$ cat config.mk
export PLATFORM = sky130hd
export DESIGN_NAME = pulse_rate_dac_generator
export DESIGN_NICKNAME = d
export VERILOG_FILES = /design/src/core/pulse_rate_dac_generator.v /design/src/core/free_counter.v /design/src/core/pwm_channel.v
export VERILOG_INCLUDE_DIRS = /design/src /design/src/core
export SDC_FILE = /design/constraint.sdc
export NUM_CORES = 1
export LEC_CHECK = 0
export BUFFER_PORTS_ARGS = -buffer_cell sky130_fd_sc_hd__buf_2
export CORE_ASPECT_RATIO = 0.8
export CORE_MARGIN = 5
export CORE_UTILIZATION = 60
export DETAILED_ROUTE_END_ITERATION = 8
export PLACE_DENSITY = 0.86
export SLEW_MARGIN = 15
export SYNTH_ARGS = -nofsm -noshare
export SYNTH_HDL_FRONTEND = slang
export SYNTH_HIERARCHICAL = 1
export SYNTH_SLANG_ARGS = --single-unit
$ cat constraint.sdc
create_clock -name clk -period 4.3 [get_ports clk]
set_clock_uncertainty 0.2 [all_clocks]
set_input_delay 0.215 -clock clk [delete_from_list [all_inputs] [get_ports clk]]
set_output_delay 0.215 -clock clk [all_outputs]
set_load 0.01 [all_outputs]
$ cat src/core/pwm_brm_map.vh
`ifndef PWM_BRM_MAP_VH
`define PWM_BRM_MAP_VH

// widths of the shared counter and its fields
`define CNT_W 10
`define WEIGHT_W 6
`define FINE_W 4
`define PERIOD_W 4
`define CHANNELS 4

// register indexes; byte address is index times four
`define IDX_W 10
`define IDX_WEIGHT0 10'h074
`define IDX_FINE10 10'h075
`define IDX_WEIGHT1 10'h076
`define IDX_WEIGHT2 10'h077
`define IDX_FINE32 10'h078
`define IDX_WEIGHT3 10'h079
`define IDX_COUNT 10'h07a
`define ADDR_W 12

// weight register fields
`define WEIGHT_FIXED_BIT 7
`define INVERT_BIT 6
`define WEIGHT_RESET 8'h80
`define FINE_RESET 8'h00

// fine-tune period selection patterns
`define SEL_EIGHT_PERIOD 4'h8
`define SEL_FOUR_PHASE 3'h4
`define SEL_TWO_PHASE 2'h2

// bus answers
`define RESP_OKAY 2'b00
`define RESP_SLVERR 2'b10

`endif

$ cat src/core/pulse_rate_dac_generator.v
// Implementation choice: register access over AXI4-Lite.
`timescale 1ns/1ps
`include "pwm_brm_map.vh"

module pulse_rate_dac_generator #(
    parameter CHANNELS = `CHANNELS
) (
    clk,
    rstn,
    awaddr,
    awvalid,
    awready,
    wdata,
    wstrb,
    wvalid,
    wready,
    bresp,
    bvalid,
    bready,
    araddr,
    arvalid,
    arready,
    rdata,
    rresp,
    rvalid,
    rready,
    pwm_out
);
    input wire clk; // system clock
    input wire rstn; // async reset, active low
    input wire [`ADDR_W-1:0] awaddr; // write address
    input wire awvalid; // write address valid
    output reg awready; // write address taken
    input wire [31:0] wdata; // write data
    input wire [3:0] wstrb; // write byte lanes
    input wire wvalid; // write data valid
    output reg wready; // write data taken
    output reg [1:0] bresp; // write answer code
    output reg bvalid; // write answer valid
    input wire bready; // master takes write answer
    input wire [`ADDR_W-1:0] araddr; // read address
    input wire arvalid; // read address valid
    output reg arready; // read address taken
    output reg [31:0] rdata; // read data
    output reg [1:0] rresp; // read answer code
    output reg rvalid; // read answer valid
    input wire rready; // master takes read answer
    output wire [CHANNELS-1:0] pwm_out; // channel pins, from flops

    // per-channel field width inside the weight bank
    localparam SLOT_W = `WEIGHT_W + 1;

    // shared counter value
    wire [`CNT_W-1:0] count;

    // weight bank: invert bit above weight, per channel
    reg [4*SLOT_W-1:0] weight_bank_reg;
    // fine-tune bank: {ch3_ch2, ch1_ch0}, channel c at 4c
    reg [15:0] fine_bank_reg;

    // write side holding registers
    reg aw_have_reg; // address captured
    reg w_have_reg; // data captured
    reg [`ADDR_W-1:0] aw_addr_reg; // captured write address
    reg [7:0] w_byte_reg; // captured low data byte
    reg w_lane_reg; // low byte lane enabled

    // read side holding registers
    reg ar_have_reg; // address captured
    reg [`ADDR_W-1:0] ar_addr_reg; // captured read address

    // write commit and decode
    wire wr_commit; // both halves present, answer free
    wire [`IDX_W-1:0] wr_index; // register index of write
    reg wr_mapped; // write hits a writable register

    // read decode
    wire [`IDX_W-1:0] rd_index; // register index of read
    reg [31:0] rd_value; // value of addressed register
    reg rd_mapped; // read hits a register

    assign wr_commit = aw_have_reg & w_have_reg & ~bvalid;
    assign wr_index = aw_addr_reg[`ADDR_W-1:2];
    assign rd_index = ar_addr_reg[`ADDR_W-1:2];

    // one counter feeds every channel
    free_counter #(
        .CNT_W(`CNT_W)
    ) u_counter (
        .clk(clk),
        .rstn(rstn),
        .count(count)
    );

    // one waveform slice per channel, each on its own pin
    // storage stays four wide whatever CHANNELS is
    genvar c;
    generate
        for (c = 0; c < CHANNELS; c = c + 1) begin : g_chan
            pwm_channel u_chan (
                .clk(clk),
                .rstn(rstn),
                .count(count),
                .weight(weight_bank_reg[c*SLOT_W +: `WEIGHT_W]),
                .fine(fine_bank_reg[c*`FINE_W +: `FINE_W]),
                .output_invert(weight_bank_reg[c*SLOT_W + `WEIGHT_W]),
                .pin(pwm_out[c])
            );
        end
    endgenerate

    // write decode: which indexes accept a write
    always @* begin
        case (wr_index)
            `IDX_WEIGHT0: begin
                wr_mapped = 1'b1;
            end
            `IDX_WEIGHT1: begin
                wr_mapped = 1'b1;
            end
            `IDX_WEIGHT2: begin
                wr_mapped = 1'b1;
            end
            `IDX_WEIGHT3: begin
                wr_mapped = 1'b1;
            end
            `IDX_FINE10: begin
                wr_mapped = 1'b1;
            end
            `IDX_FINE32: begin
                wr_mapped = 1'b1;
            end
            default: begin
                // counter readback and unmapped: refused
                wr_mapped = 1'b0;
            end
        endcase
    end

    // read mux: fixed bit 7 reads one, bits above 7 zero except counter bits 9:8
    always @* begin
        // defaults: zero data, answer okay
        rd_value = 32'h0000_0000;
        rd_mapped = 1'b1;
        case (rd_index)
            `IDX_WEIGHT0: begin
                rd_value[7:0] = {1'b1, weight_bank_reg[0*SLOT_W +: SLOT_W]};
            end
            `IDX_WEIGHT1: begin
                rd_value[7:0] = {1'b1, weight_bank_reg[1*SLOT_W +: SLOT_W]};
            end
            `IDX_WEIGHT2: begin
                rd_value[7:0] = {1'b1, weight_bank_reg[2*SLOT_W +: SLOT_W]};
            end
            `IDX_WEIGHT3: begin
                rd_value[7:0] = {1'b1, weight_bank_reg[3*SLOT_W +: SLOT_W]};
            end
            `IDX_FINE10: begin
                rd_value[7:0] = fine_bank_reg[7:0];
            end
            `IDX_FINE32: begin
                rd_value[7:0] = fine_bank_reg[15:8];
            end
            `IDX_COUNT: begin
                // live shared counter
                rd_value[`CNT_W-1:0] = count;
            end
            default: begin
                // unmapped: zero data, error answer
                rd_mapped = 1'b0;
            end
        endcase
    end

    // register bank writes; only the low lane carries data
    always @(posedge clk or negedge rstn) begin
        if (!rstn) begin
            // weight bits reset to zero, fixed bit is not stored
            weight_bank_reg <= {(4*SLOT_W){1'b0}};
            fine_bank_reg <= {`FINE_RESET, `FINE_RESET};
        end else if (wr_commit && wr_mapped && w_lane_reg) begin
            // lane 0 off: answered okay, nothing stored
            case (wr_index)
                `IDX_WEIGHT0: begin
                    // bit 7 dropped, it always reads one
                    weight_bank_reg[0*SLOT_W +: SLOT_W] <= w_byte_reg[SLOT_W-1:0];
                end
                `IDX_WEIGHT1: begin
                    weight_bank_reg[1*SLOT_W +: SLOT_W] <= w_byte_reg[SLOT_W-1:0];
                end
                `IDX_WEIGHT2: begin
                    weight_bank_reg[2*SLOT_W +: SLOT_W] <= w_byte_reg[SLOT_W-1:0];
                end
                `IDX_WEIGHT3: begin
                    weight_bank_reg[3*SLOT_W +: SLOT_W] <= w_byte_reg[SLOT_W-1:0];
                end
                `IDX_FINE10: begin
                    // high nibble channel 1, low nibble channel 0
                    fine_bank_reg[7:0] <= w_byte_reg;
                end
                `IDX_FINE32: begin
                    // high nibble channel 3, low nibble channel 2
                    fine_bank_reg[15:8] <= w_byte_reg;
                end
                default: begin
                    // nothing stored
                    fine_bank_reg <= fine_bank_reg;
                end
            endcase
        end
    end

    // write channel: address and data in either order
    always @(posedge clk or negedge rstn) begin
        if (!rstn) begin
            awready <= 1'b1;
            wready <= 1'b1;
            aw_have_reg <= 1'b0;
            w_have_reg <= 1'b0;
            aw_addr_reg <= {`ADDR_W{1'b0}};
            w_byte_reg <= 8'h00;
            w_lane_reg <= 1'b0;
            bvalid <= 1'b0;
            bresp <= `RESP_OKAY;
        end else begin
            // capture address, then stop taking more
            if (awvalid && awready) begin
                aw_addr_reg <= awaddr;
                aw_have_reg <= 1'b1;
                awready <= 1'b0;
            end
            // capture data byte and its lane
            if (wvalid && wready) begin
                w_byte_reg <= wdata[7:0];
                w_lane_reg <= wstrb[0];
                w_have_reg <= 1'b1;
                wready <= 1'b0;
            end
            // both present: store and answer
            if (wr_commit) begin
                aw_have_reg <= 1'b0;
                w_have_reg <= 1'b0;
                bvalid <= 1'b1;
                // holes and the read-only counter are refused
                bresp <= wr_mapped ? `RESP_OKAY : `RESP_SLVERR;
            end
            // answer taken: open both channels again
            if (bvalid && bready) begin
                bvalid <= 1'b0;
                awready <= 1'b1;
                wready <= 1'b1;
            end
        end
    end

    // read channel: one read at a time, answer two clocks after the take
    always @(posedge clk or negedge rstn) begin
        if (!rstn) begin
            arready <= 1'b1;
            ar_have_reg <= 1'b0;
            ar_addr_reg <= {`ADDR_W{1'b0}};
            rvalid <= 1'b0;
            rdata <= 32'h0000_0000;
            rresp <= `RESP_OKAY;
        end else begin
            // capture address
            if (arvalid && arready) begin
                ar_addr_reg <= araddr;
                ar_have_reg <= 1'b1;
                arready <= 1'b0;
            end
            // present the addressed value
            if (ar_have_reg && !rvalid) begin
                ar_have_reg <= 1'b0;
                rvalid <= 1'b1;
                rdata <= rd_value;
                // holes answer an error with zero data
                rresp <= rd_mapped ? `RESP_OKAY : `RESP_SLVERR;
            end
            // answer taken: accept the next address
            if (rvalid && rready) begin
                rvalid <= 1'b0;
                arready <= 1'b1;
            end
        end
    end
endmodule

$ cat src/core/free_counter.v
`timescale 1ns/1ps
`include "pwm_brm_map.vh"

// shared free-running counter, never stops
module free_counter #(
    parameter CNT_W = `CNT_W
) (
    clk,
    rstn,
    count
);
    input wire clk; // system clock
    input wire rstn; // async reset, active low
    output reg [CNT_W-1:0] count; // current count

    // increment on every clock, wrap naturally
    always @(posedge clk or negedge rstn) begin
        if (!rstn) begin
            count <= {CNT_W{1'b0}};
        end else begin
            count <= count + {{(CNT_W-1){1'b0}}, 1'b1};
        end
    end
endmodule

$ cat src/core/pwm_channel.v
`timescale 1ns/1ps
`include "pwm_brm_map.vh"

// one output channel: coarse pulse plus fine widening
module pwm_channel (
    clk,
    rstn,
    count,
    weight,
    fine,
    output_invert,
    pin
);
    input wire clk; // system clock
    input wire rstn; // async reset, active low
    input wire [`CNT_W-1:0] count; // shared counter value
    input wire [`WEIGHT_W-1:0] weight; // coarse pulse weight
    input wire [`FINE_W-1:0] fine; // fine-tune selection bits
    input wire output_invert; // swap output levels
    output reg pin; // channel output pin

    // split the shared count into phase and period
    wire [`WEIGHT_W-1:0] phase; // low bits, pulse counter
    wire [`PERIOD_W-1:0] period; // high bits, period index
    wire widen; // this period gets one extra clock
    wire active; // pulse level before inversion

    assign phase = count[`WEIGHT_W-1:0];
    assign period = count[`CNT_W-1:`WEIGHT_W];

    // selections add; period 0 never matches any term
    assign widen = (fine[0] & (period == `SEL_EIGHT_PERIOD))
        | (fine[1] & (period[2:0] == `SEL_FOUR_PHASE))
        | (fine[2] & (period[1:0] == `SEL_TWO_PHASE))
        | (fine[3] & period[0]);

    // set at phase rollover, cleared when phase meets weight
    // widening keeps the pulse one clock longer at its end, through phase equal to weight
    assign active = widen ? (phase <= weight) : (phase < weight);

    // registered pin, low during and after reset
    always @(posedge clk or negedge rstn) begin
        if (!rstn) begin
            pin <= 1'b0;
        end else begin
            pin <= active ^ output_invert;
        end
    end
endmodule

## After elaboration in Yosys (flattened, before gate mapping)

Index checks and enable logic that the tools add are counted.

| word-level totals | value |
|---|---|
| ROM bits | 0 |
| bits in writable memories | 0 |
| bits of input ports | 67 |
| latch bits | 0 |
| memories | 0 |
| output and inout bits | 45 |
| register bits after elaboration | 113 |

| cells by class | value |
|---|---|
| multiply operators | 0 |
| div/mod/pow operators | 0 |
| reduce and logical (&&, ||, !) cells | 25 |
| add/sub/neg operators | 1 |
| equal/unequal tests | 16 |
| shift-type cells | 0 |
| order comparisons | 8 |
| mux-type cells | 26 |
| bitwise gates (word level) | 35 |

Operators by type and width:

| cell | count |
|---|---|
| $eq A10 B7 Y1 const B | 13 |
| $pmux W8 S7 | 1 |
| $le A6 B6 Y1 | 4 |
| $lt A6 B6 Y1 | 4 |
| $mux W1 | 22 |
| $and A1 B1 Y1 | 18 |
| $reduce_bool A2 Y1 | 8 |
| $or A1 B1 Y1 | 12 |
| $reduce_and A2 Y1 | 6 |
| $add A10 B1 Y10 const B | 1 |
| $logic_and A1 B1 Y1 | 8 |
| $reduce_or A7 Y1 | 1 |
| $mux W2 | 3 |
| $reduce_or A6 Y1 | 1 |
| $eq A4 B4 Y1 const B | 1 |
| $xor A1 B1 Y1 | 4 |
| $eq A3 B3 Y1 const B | 1 |
| $eq A2 B2 Y1 const B | 1 |
| $logic_not A1 Y1 | 1 |
| $not A1 Y1 | 1 |

## Longest topological paths before layout

| depth | value |
|---|---|
| word-level depth | 7 |
| depth in mapped cells | 7 |
| mapped depth without buffers | 6 |

## Hierarchy

The synthesis kept the hierarchy.

Modules (own cells, without submodules):

| module | instances | cells each | area an instance (sq um) | seq. area each (sq um) |
|---|---|---|---|---|
| pulse_rate_dac_generator | 1 | 336 | 4355.4 | 2331.0 |
| pwm_channel | 4 | 28 | 222.7 | 25.0 |
| free_counter | 1 | 34 | 414.1 | 250.2 |

## Least setup slack after synthesis

OpenSTA, ideal clock, no wires.

| timing path | value |
|---|---|
| path type | flip-flop to flip-flop |
| start | reg bvalid |
| end | reg fine_bank_reg[0] |
| setup slack | 2.242 ns |
| clock period less this slack | 2.058 ns |
| data arrival time | 1.734 ns |
| library setup time | 0.125 ns |
| stages on the path, launching flop included | 6 |
| path buffers | 1 |
| data required time | 3.975 ns |
| path through | dfrtp_1 -> and3b_1 -> buf_4 -> nand3_4 -> nor4b_4 -> mux2_2 |

| on the way | value |
|---|---|
| word-level cells in the longest chain between the ends | 5 |

Ends and longest elaborated chain:

| item | line | RTL |
|---|---|---|
| start: declaration | pulse_rate_dac_generator.v:39 | `output reg bvalid;` |
| start signal: assignment | pulse_rate_dac_generator.v:223 | `bvalid <= 1'b0;` |
| start signal: assignment | pulse_rate_dac_generator.v:243 | `bvalid <= 1'b1;` |
| start signal: assignment | pulse_rate_dac_generator.v:249 | `bvalid <= 1'b0;` |
| $not A1 Y1 | pulse_rate_dac_generator.v:82 | `assign wr_commit = aw_have_reg & w_have_reg & ~bvalid;` |
| $and A1 B1 Y1 | pulse_rate_dac_generator.v:82 |  |
| $logic_and A1 B1 Y1 (2 in series) | pulse_rate_dac_generator.v:181 | `end else if (wr_commit && wr_mapped && w_lane_reg) begin` |
| $reduce_and A2 Y1 (no source line) | n/a |  |
| end signal: assignment | pulse_rate_dac_generator.v:180 | `` fine_bank_reg <= {`FINE_RESET, `FINE_RESET}; `` |
| end signal: assignment | pulse_rate_dac_generator.v:199 | `fine_bank_reg[7:0] <= w_byte_reg;` |
| end signal: assignment | pulse_rate_dac_generator.v:207 | `fine_bank_reg <= fine_bank_reg;` |
| end: declaration | pulse_rate_dac_generator.v:59 | `reg [15:0] fine_bank_reg;` |

No other way between the ends.
A chain may end at the register's enable or synchronous reset.

## Final worst setup path

| timing path | value |
|---|---|
| start | reg ar_addr_reg[3] |
| end | reg rdata[3] |

| on the way | value |
|---|---|
| word-level cells in the longest chain between the ends | 2 |

Ends and longest elaborated chain:

| item | line | RTL |
|---|---|---|
| start: declaration | pulse_rate_dac_generator.v:70 | `` reg [`ADDR_W-1:0] ar_addr_reg; `` |
| start signal: assignment | pulse_rate_dac_generator.v:261 | `` ar_addr_reg <= {`ADDR_W{1'b0}}; `` |
| start signal: assignment | pulse_rate_dac_generator.v:268 | `ar_addr_reg <= araddr;` |
| $eq A10 B7 Y1 | pulse_rate_dac_generator.v:145 | `case (rd_index)` |
| $pmux W8 S7 * | pulse_rate_dac_generator.v:145 |  |
| end signal: assignment | pulse_rate_dac_generator.v:276 | `rdata <= rd_value;` |
| end: declaration | pulse_rate_dac_generator.v:44 | `output reg [31:0] rdata;` |

Every way passes the cells marked *; elsewhere a longest branch is shown, timed or not.

==> flow_summary.ini <==
[drt]
routedWlPerCell_um = 19.0
drt_iter0_drc = 292
ant_nets = 0
viasPerCell = 5.79
drc_errors = 0
first_pass_iters = 5
vias = 4016
routed_wl_um = 13200

[cells_and_area]
layout-drive-gt1-share = 0.290
final_util = 0.723
layout_commonest_cell = dfrtp_1
n_antenna_cell = 0
final_cell_mix = dfrtp_1, mux2_2, buf_2
fin_area_mm2 = 0.00659
nNetsFinal = 666
syn2layout_area_growth_pct = 16.4
largest_register_ffs = 28

[logic_synthesis]
ys_seq_area_frac = 0.474
synth_edf_count = 0
synth-simple-area-share = 0.121
synth_compound_area_frac = 0.0824
yosysWarnings = 6
synth_top_family_by_area = multiplexers
ys_ff_latch = 107
synth_fa_ha_area_frac = 0.0553
syn-cell-area_mm2 = 0.00566
ys_dominant_reg_cell = dfrtp_1
netlist_instances = 482
synth-xor-area-share = 0.0186
ys_types = 60
synth_mux_area_frac = 0.178
async_reset_ff_frac = 1.00
syn_avg_cell_area_um2 = 11.7

[global_routing]
grt_pass1_vias = 4255
gr-total-overflow = 0
grt_max_degree = 79
antenna_found_initial = 0
grt_pass1_wl_um = 21600
grt_usage = 0.235

[clocking]
insertion_delay_ns = 0.35
ctsHtreeMaxLevel = 3
cts-resized-gates = 0
root_buffer = clkbuf_16
numCtsBuffers = 9
clock_path_buffers = 2
cts_num_sinks = 107
clkTransAtPathRegs_ns = 0.07
tritoncts = built

[setup_path]
path_cells = mux2_2, a22o_1, a32oi_1, a21oi_1, a21o_1
cp.required_ns = 4.35
critPathLaunch = ar_addr_reg[3]
r2r_start = ar_addr_reg[3]
path_max_fanout = 24
cp.arrival_ns = 2.54
cp_slowest_cell = dfrtp_1
worst-setup-path-type = flip-flop to flip-flop
end_kind = flip-flop
reg2reg_depth = 5
max_stage_delay_ns = 1.05
r2r-end = rdata[3]
cp_top_family = flip-flops
critPathLaunchType = flip-flop
path_depth = 5
cp_num_buf_inv = 0
rrSetupSlack_ns = 1.81

[placed_design]
port_buffers = 56
dpl_worst_slack_ns = 1.86
place_hpwl_um = 9040
gp_congestion = 0.959
placed_cell_area_mm2 = 0.00593

[sta]
hold_violations = 0
setup_viol = 0
fmax_mhz = 402
holdWs_ns = 0.275
finalCritPeriodShare = 0.579
slew_headroom = 0.287
rsz0062_at_grt = no
fin_setup_tns_ns = 0
slew_viol_final = 0
tightest_slew_ns = 1.07
fin_crit_ns = 2.49
fin_ws_ns = 1.81

[power_and_ir_drop]
vdd.ir_drop.worst_uv = 397
powerDensity_mw_per_mm2 = 420
p_leak_nw = 3.21

[floorplan]
start_util = 0.621
pin_count = 112
dieWidth_um = 119
fp.dieArea_mm2 = 0.0115
rows = 31
core-area_mm2 = 0.00911
dieHeight_um = 96.9

[min_path]
hold_start = rdata[7]
hold_class = flip-flop to flip-flop
hold_depth = 2
worstHoldEndpoint = rdata[7]

[job]
drv_cap = 0

[outcome]
status = finished, final reports clean
==> power breakdown <==
| group | internal [W] | switching [W] | total, W |
|---|---|---|---|
| clock | 0.000413 | 0.000361 | 0.000774 |
| sequential | 0.00118 | 0.000282 | 0.00146 |
| combinational | 0.000288 | 0.000247 | 0.000535 |
==> worst max-delay path by stage <==
| stage | end | slack, ns |
|---|---|---|
| after floorplan | fine_bank_reg[0] | 2.24 |
| after global placement | rdata[3] | 1.89 |
| after detailed placement | rdata[3] | 1.86 |
| after CTS | rdata[3] | 1.85 |
| after global routing | rdata[3] | 1.66 |
| final | rdata[3] | 1.81 |
==> layer usage <==
metal / vias up / global-route usage / part of all wire
met4: 0 / 0.0933 / 0.026
met2: 154 / 0.383 / 0.49
met3: 36 / 0.0554 / 0.073
met5: - / 0 / 0
li1: 1846 / - / -
met1: 1980 / 0.302 / 0.41
==> final cells by class <==
| class | count | area, µm² |
|---|---|---|
| multi-input combinational | 321 | 2670 |
| clock buffer | 12 | 246 |
| timing repair buffer | 95 | 671 |
| clock inverter | 4 | 31.3 |
| inverter | 40 | 150 |
| sequential | 107 | 2680 |
| fill | 614 | 2520 |
| tap | 115 | 144 |
==> kinds of logic after synthesis <==
family | after synthesis
DFF | 107
and+or+nand+nor | 103
muxes | 87
buffers and inverters | 77
AOI/OAI and AO/OA | 70
adders and majority gates | 25
xor gates and xnor gates | 12
other | 1
==> worst min-delay path, delay by kind of cell, from the launching register on <==
kind / cells / cell delay, ns
flops: 1 / 0.34
compound gates: 1 / 0.06
simple gates: 1 / 0.04
==> cell usage after synthesis (6+ instances only) <==
| cell | count | area [µm²] |
|---|---|---|
| a21oi_1 | 15 | 75.1 |
| a22oi_1 | 6 | 45.0 |
| buf_4 | 27 | 203 |
| clkbuf_1 | 6 | 22.5 |
| dfrtp_1 | 104 | 2600 |
| ha_1 | 25 | 313 |
| inv_1 | 40 | 150 |
| mux2_2 | 73 | 822 |
| mux2_4 | 7 | 105 |
| mux2i_1 | 6 | 60.1 |
| nand2_1 | 29 | 109 |
| nand3_1 | 11 | 55.1 |
| nor2_1 | 10 | 37.5 |
| o21ai_0 | 15 | 75.1 |
| xor2_1 | 8 | 70.1 |
==> timing repair <==
action,CTS,global route
hold endpoints to repair,109,0
hold buffers,38,0
setup endpoints to repair,0,0
setup buffers,0,0
==> through the flow <==
stage          cells  power (W)
2_1_floorplan    505    0.00180
3_3_place_gp     640    0.00191
3_5_place_dp     640    0.00196
4_1_cts          694    0.00277
5_1_grt          694    0.00290
6_report         694    0.00277
Power figures use the tool's default switching activity.
